**config.mk**
```make
export PLATFORM = sky130hd
export DESIGN_NAME = esq_top
export DESIGN_NICKNAME = d
export VERILOG_FILES = /design/src/core/esq_pkg.sv /design/src/core/esq_if.sv /design/src/core/esq_zero_cmp.sv /design/src/core/esq_top.sv
export VERILOG_INCLUDE_DIRS = /design/src /design/src/core
export SDC_FILE = /design/constraint.sdc
export NUM_CORES = 1
export LEC_CHECK = 0
export BUFFER_PORTS_ARGS = -buffer_cell sky130_fd_sc_hd__buf_2
export CORE_MARGIN = 10
export CORE_UTILIZATION = 57
export DETAILED_ROUTE_END_ITERATION = 7
export HOLD_SLACK_MARGIN = 0.1
export PLACE_DENSITY = 0.92
export SLEW_MARGIN = 20
export SYNTH_ARGS = -nofsm -noshare
export SYNTH_HDL_FRONTEND = slang
export SYNTH_HIERARCHICAL = 1
export SYNTH_SLANG_ARGS = --single-unit
```
**constraint.sdc**
```tcl
create_clock -name clk_sys -period 4.69 [get_ports clk_sys]
set_clock_uncertainty 0.2 [all_clocks]
set_input_delay 0.2345 -clock clk_sys [delete_from_list [all_inputs] [get_ports clk_sys]]
set_output_delay 0.2345 -clock clk_sys [all_outputs]
set_load 0.02 [all_outputs]
```
**src/core/esq_params.svh**
```systemverilog
`ifndef ESQ_PARAMS_SVH
`define ESQ_PARAMS_SVH
// speed word width and reset value of the zero speed limit
`define ESQ_SPEED_W 16
`define ESQ_ZERO_LIM_RST 16'h0010
// extra delay counter width
`define ESQ_DLY_W 16
// stop category encoding
`define ESQ_CAT0 1'b0
`define ESQ_CAT1 1'b1
`endif

```
**src/core/esq_pkg.sv**
```systemverilog
package esq_pkg;
  typedef enum logic [2:0] {
    ESQ_RUN = 3'b000,
    ESQ_RAMP = 3'b001,
    ESQ_DELAY = 3'b010,
    ESQ_COAST = 3'b011,
    ESQ_HALTED = 3'b100
  } esq_state_type;
endpackage

```
**src/core/esq_if.sv**
```systemverilog
`timescale 1ns/1ns
// ==========================================================
// zero speed compare result shared between sequencer and comparator
interface esq_if #(
  parameter int W = 16
);
  logic [W-1:0] speed;
  logic [W-1:0] limit;
  logic at_zero;
  modport cmp (input speed, input limit, output at_zero);
  modport seq (output speed, output limit, input at_zero);
endinterface

```
**src/core/esq_zero_cmp.sv**
```systemverilog
`timescale 1ns/1ns
// ==========================================================
// registered zero speed comparison
module esq_zero_cmp (
  // clock and reset
  input wire logic clk_sys,
  input wire logic nrst,
  // compare port
  esq_if.cmp zc
);
  logic at_zero_q;
  wire at_zero_d = (zc.speed <= zc.limit);

  // one stage keeps the compare off the long speed path
  always_ff @(posedge clk_sys or negedge nrst) begin
    if (!nrst) at_zero_q <= 1'b0;
    else at_zero_q <= at_zero_d;
  end
  assign zc.at_zero = at_zero_q;
endmodule

```
**src/core/esq_top.sv**
```systemverilog
`timescale 1ns/1ns
`include "esq_params.svh"
// Functional notes
// - category 1 stop press starts controlled stop, ramp command and window checking
// - zero speed in window: torque off, brake, contactor open, end ramp check
// - encoder speed compared to configurable zero speed threshold
// - in-window: lamp on and reset allowed when torque removal starts
// - optional configurable extra delay from zero speed to torque removal
// - reset while allowed clears stop circuit and acknowledges torque off
// - after in-window stop: release, close contactor, lamp off, no fault
// - leaving window: immediate torque off, brake, contactor open, coast
// - window violation: lamp and reset allowed only after zero speed
// - window violation raises drive fault when limit_hit_fault_cfg is set; reset releases and closes
// - category 0: torque off and contactor open at once on stop
// - category 1: decelerate to zero speed before torque off
// - after the stop completes, reset button lamp lights
// ==========================================================
// sequencer top and its ports
module esq_top #(
  parameter int SPEED_W = `ESQ_SPEED_W,
  parameter int DLY_W = `ESQ_DLY_W
) (
  // clock and reset
  input wire logic clk_sys,
  input wire logic nrst,
  // operator buttons
  input wire logic stop_pushbutton,
  input wire logic reset_pushbutton,
  // speed feedback and ramp window check
  input wire logic [SPEED_W-1:0] speed_meas,
  input wire logic ramp_in_window,
  // configuration
  input wire logic stop_category,
  input wire logic [SPEED_W-1:0] zero_speed_limit_cfg,
  input wire logic [DLY_W-1:0] zero_speed_extra_delay,
  input wire logic limit_hit_fault_cfg,
  // drive, contactor and lamp outputs
  output logic torque_removal,
  output logic brake_control_out,
  output logic main_contactor,
  output logic stop_ramp_set,
  output logic ramp_monitor_active,
  output logic reset_pushbutton_lamp,
  output logic drive_fault,
  output logic restart_ok
);
  // ==========================================================
  // sequencer state
  esq_pkg::esq_state_type st_q, st_d;
  // extra delay count, cleared on zero speed detection during the ramp
  logic [DLY_W-1:0] dly_q, dly_d;
  // torque off command; brake and contactor follow it
  logic toff_q, toff_d;
  // lamp doubles as the acknowledge permission
  logic lamp_q, lamp_d;
  // fault towards the drive after a window violation
  logic fault_q, fault_d;
  // drive may restart without its own fault reset
  logic rdy_q, rdy_d;

  // ==========================================================
  // zero speed comparison
  esq_if #(.W(SPEED_W)) zc ();
  assign zc.speed = speed_meas;
  assign zc.limit = zero_speed_limit_cfg;

  // the compare is registered, so zero speed is seen one cycle late
  esq_zero_cmp esq_zero_cmp_inst (
    .clk_sys(clk_sys),
    .nrst(nrst),
    .zc(zc)
  );

  // ==========================================================
  // decode helpers
  // ramp command and ramp monitoring share one state decode
  function automatic logic is_ramping(esq_pkg::esq_state_type s);
    return (s == esq_pkg::ESQ_RAMP) || (s == esq_pkg::ESQ_DELAY);
  endfunction

  // acknowledge only with lamp lit and stop button released
  wire ack = lamp_q && reset_pushbutton && !stop_pushbutton;
  // a zero delay setting lets torque off follow on the first check
  wire dly_done = (dly_q >= zero_speed_extra_delay);
  // a speed outside the window ends the ramp at once
  wire win_lost = !ramp_in_window;
  // fault clear needs run, stop released and rdy_q; rdy_q stays low while a fault is set
  wire fault_clr = (st_q == esq_pkg::ESQ_RUN) && !stop_pushbutton &&
                   rdy_q;
  // ramp decode of the next state feeds both ramp outputs
  wire ramping_d = is_ramping(st_d);

  // ==========================================================
  // sequencer next state
  // every path starts from the held values, so nothing latches
  always_comb begin
    st_d = st_q;
    dly_d = dly_q;
    toff_d = toff_q;
    lamp_d = lamp_q;
    fault_d = fault_q;
    rdy_d = rdy_q;
    case (st_q)
      esq_pkg::ESQ_RUN: begin
        if (stop_pushbutton) begin
          rdy_d = 1'h0;
          if (stop_category == `ESQ_CAT0) begin
            toff_d = 1'h1;
            st_d = esq_pkg::ESQ_COAST;
          end else begin
            st_d = esq_pkg::ESQ_RAMP;
          end
        end
      end
      esq_pkg::ESQ_RAMP: begin
        if (win_lost) begin
          toff_d = 1'h1;
          fault_d = limit_hit_fault_cfg;
          st_d = esq_pkg::ESQ_COAST;
        end else if (zc.at_zero) begin
          dly_d = '0;
          st_d = esq_pkg::ESQ_DELAY;
        end
      end
      esq_pkg::ESQ_DELAY: begin
        // window still watched during the extra delay
        if (win_lost) begin
          toff_d = 1'h1;
          fault_d = limit_hit_fault_cfg;
          st_d = esq_pkg::ESQ_COAST;
        end else if (dly_done) begin
          toff_d = 1'h1;
          lamp_d = 1'h1;
          st_d = esq_pkg::ESQ_HALTED;
        end else begin
          dly_d = dly_q + DLY_W'(1);
        end
      end
      esq_pkg::ESQ_COAST: begin
        // lamp waits for zero speed, whatever the stop category
        if (zc.at_zero) begin
          lamp_d = 1'h1;
          st_d = esq_pkg::ESQ_HALTED;
        end
      end
      esq_pkg::ESQ_HALTED: begin
        if (ack) begin
          toff_d = 1'h0;
          lamp_d = 1'h0;
          rdy_d = !fault_q;
          st_d = esq_pkg::ESQ_RUN;
        end
      end
      // an illegal code fails safe: torque off and coast
      default: begin
        toff_d = 1'h1;
        st_d = esq_pkg::ESQ_COAST;
      end
    endcase
    // the fault stays for the drive to clear on its own reset
    if (fault_clr) begin
      fault_d = 1'h0;
    end
  end

  // ==========================================================
  // state registers
  // sequencer state and delay count
  always_ff @(posedge clk_sys or negedge nrst) begin
    if (!nrst) begin
      st_q <= esq_pkg::ESQ_RUN;
      dly_q <= '0;
    end else begin
      st_q <= st_d;
      dly_q <= dly_d;
    end
  end

  // stop flags; reset leaves the drive free to run
  always_ff @(posedge clk_sys or negedge nrst) begin
    if (!nrst) begin
      toff_q <= 1'h0;
      lamp_q <= 1'h0;
      fault_q <= 1'h0;
      rdy_q <= 1'h1;
    end else begin
      toff_q <= toff_d;
      lamp_q <= lamp_d;
      fault_q <= fault_d;
      rdy_q <= rdy_d;
    end
  end

  // ==========================================================
  // output registers
  // outputs load from next values, so they change with the state
  // torque off, brake and contactor move together in one cycle
  always_ff @(posedge clk_sys or negedge nrst) begin
    if (!nrst) begin
      torque_removal <= 1'h0;
      brake_control_out <= 1'h0;
      main_contactor <= 1'h1;
    end else begin
      torque_removal <= toff_d;
      brake_control_out <= toff_d;
      main_contactor <= !toff_d; // closed while torque allowed
    end
  end

  // ramp command and monitoring share the ramp decode
  always_ff @(posedge clk_sys or negedge nrst) begin
    if (!nrst) begin
      stop_ramp_set <= 1'h0;
      ramp_monitor_active <= 1'h0;
    end else begin
      stop_ramp_set <= ramping_d;
      ramp_monitor_active <= ramping_d;
    end
  end

  // indications towards the operator and the drive
  always_ff @(posedge clk_sys or negedge nrst) begin
    if (!nrst) begin
      reset_pushbutton_lamp <= 1'h0;
      drive_fault <= 1'h0;
      restart_ok <= 1'h1;
    end else begin
      reset_pushbutton_lamp <= lamp_d;
      drive_fault <= fault_d;
      restart_ok <= rdy_d;
    end
  end
endmodule

```
==> results_dict.tcl <==
set metrics [dict create \
    outcome "finished clean" \
    r2r_end "dly_q[15]" \
    setup_tns_ns 0 \
    cts_resized 0 \
    worst_path_most_repeated_cell "a21oi_1" \
    hold_class "input pin to flop" \
    numCtsBuffers 3 \
    max_stage_delay_ns 0.68 \
    seq_area_frac_synth_pct 29.56 \
    critical_path_class "flop to flop" \
    numPortBuffers 62 \
    nets 409 \
    layout_setup_ws_ns 1.546 \
    hold_viol 0 \
    avgViaCountPerCell 5.810 \
    cp.arrival_ns 3.13 \
    drv_slew 0 \
    drive_above_1_share_pct 23.44 \
    die_area_sq_um 6767 \
    fin_crit_sh_pct 67.03 \
    drt_iter0_drc 159 \
    drv_cap 0 \
    place_ws_ns 1.592 \
    grt_first_pass_wirelength_mm 8.928 \
    syn_nets 346 \
    layout_common_cells "buf_2, inv_1, ha_1" \
    critPathCaptureType "flop" \
    fin_cells 368 \
    drcViolationCount 0 \
    power.density_nw_per_um2 349.7 \
    syn_inst 258 \
    fill_cells 303 \
    startpoint_type "flop" \
    die_h_um 82.26 \
    cts_max_level 1 \
    io_pins 63 \
    grt_pass1_vias 2096 \
    area_growth_pct 19.03 \
    async_reset_ff_share_pct 100.0 \
    ff2ff_path_depth 7 \
    clkTransAtPathRegs_ns 0.09 \
    syn-cell-area_sq_um 2210 \
    finalPower_mw 0.9198 \
    ant_nets 0 \
    worstSkewPairLatency_ns 0.27 \
    crit_family "simple AND/OR/NAND/NOR gates" \
    crit_required_ns 4.68 \
    rows 22 \
    rsz0062_at_grt "no" \
    initial_utilization_pct 59.46 \
    min_period_ns 3.144 \
    ys_warn_count 6 \
    grt_max_degree 30 \
    worst-path-buf-inv 0 \
    postCtsSetupBuffers 0 \
    cts_buffer_depth 2 \
    cp_slowest_cell "or4_1" \
    worst_pin_slew_ns 0.8213 \
    drtPass1Iterations 4 \
    routed_wl_mm 5.280 \
    hpwl_mm 4.417 \
    core_area_sq_um 3716 \
    ir_drop_v 0.0001887 \
    cp_max_fo 29 \
    hp-start "stop_pushbutton" \
    root_buffer "clkbuf_8" \
    synth-edff-count 0 \
    hold_slack_ns 0.1327 \
    setup_viol 0 \
    synth_flop_cell "dfrtp_1" \
    antenna_found_initial 0 \
    hold_path_depth 3 \
    fp.dieW_um 82.26 \
    grt_use_total_pct 15.93 \
    yosysUniqueCellTypes 49 \
    relSlewSlack_pct 45.25 \
    rr_startpoint "dly_q[7]" \
    gr-total-overflow 0 \
    cellLeakagePower_nw 1.329 \
    final_common_cell "buf_2" \
    vias 2138 \
    clock_sinks 26 \
    insertedDiodeCount 0 \
    cts_tree "built" \
    min_to "restart_ok" \
    gp_congestion 0.8388 \
    r2r_slack_ns 1.55 \
    synth-seq-cells 26 \
    dp_cells 360 \
    max_freq_ghz 0.3181 \
    avgSynthCellArea_sq_um 8.564 \
    postCtsHoldBufs 4 \
    routedWlPerCell_um 14.35 \
    crit_chain "ha_1 -> a21oi_1 -> a311oi_1 -> a311oi_2 -> nand4_2 -> or4_1 -> a21oi_1" \
]
area by class of cell:
type                            count  area, sq um  share of cell area [%]
Tap cell                           48        60.06                   2.284
Inverter                           37        138.9                   5.281
Clock buffer                        4        55.05                   2.093
Multi-Input combinational cell    187         1373                   52.19
Sequential cell                    26        653.1                   24.83
Timing Repair Buffer               66        350.3                   13.32
worst reg2reg max path, delay by kind of cell (launching register included):
kind,cells,cell delay [ns]
adders and majority gates,1,0.34
AOI/OAI and AO/OA,4,0.83
DFF,1,0.44
and+or+nand+nor,2,1.26
worst max-delay path by stage:
stage | from | end | slack [ns] | depth (start not counted)
detailed placement | dly_q[7] | dly_q[15] | 1.59 | 7
finish | dly_q[7] | dly_q[15] | 1.55 | 7
CTS | dly_q[0] | dly_q[15] | 1.55 | 8
global route | dly_q[7] | dly_q[15] | 1.29 | 7
floorplan | dly_q[0] | dly_q[12] | 2.14 | 9
global placement | dly_q[0] | dly_q[15] | 1.70 | 8
through the flow:
stage / instance area (sq um) / utilization (%)
floorplan: 2210 / -
CTS: 2630 / 70.77
global placement: 2535 / 68.22
detailed placement: 2535 / 68.22
finish: 2630 / 70.77
global route: 2630 / 70.77
sequential cells by signal, indices dropped and copies added (netlist names):
register                      count
ramp_monitor_active               1
main_contactor                    1
dly_q                            16
esq_zero_cmp_inst/zc.at_zero      1
reset_pushbutton_lamp             1
st_q                              3
restart_ok                        1
drive_fault                       1
brake_control_out                 1
cell usage after synthesis (2+ instances only):
cell       n  area (sq um)
or3_1      7         43.79
nand2_1   14         52.55
buf_4      3         22.52
o21ai_0   17         85.08
nand2b_1   3         18.77
nor3_1     2         10.01
nand4_1   10         62.56
or4_1      4         30.03
a21o_1     2         15.01
a31oi_1    3         18.77
buf_2      3         15.01
clkbuf_1   2         7.510
nor2b_1    5         31.28
nand3_1   11         55.05
ha_1      33         412.9
o31ai_1    5         37.54
inv_1     37         138.9
a21oi_1   25         125.1
nor2_1     9         33.78
and3_1     4         25.02
and2_1     3         18.77
a221o_1    2         20.02
nor3b_1    2         15.01
a2111o_1   2         22.52
dfrtp_1   24         600.6
a22o_1     2         17.52
dfstp_2    2         52.55
logic make-up after synthesis:
kind of cell	share of synthesized area, %
compound gates	22.82
xor+xnor	0.7929
fa+ha+maj	18.69
buf+inv	8.324
flops	29.56
simple gates	19.82
where the power goes:
part	switching, mW	internal (mW)	total [mW]
registers	0.0611	0.275	0.336
logic	0.269	0.173	0.442
clock network	0.0674	0.0750	0.142
total	0.398	0.522	0.920
routing by layer:
metal  track usage [%]  part of all wire, %
met4             3.912                 0.89
met2             28.46                   51
met5                 0                    0
met3             4.968                  8.7
met1             17.96                   40
Power figures use the tool's default switching activity.
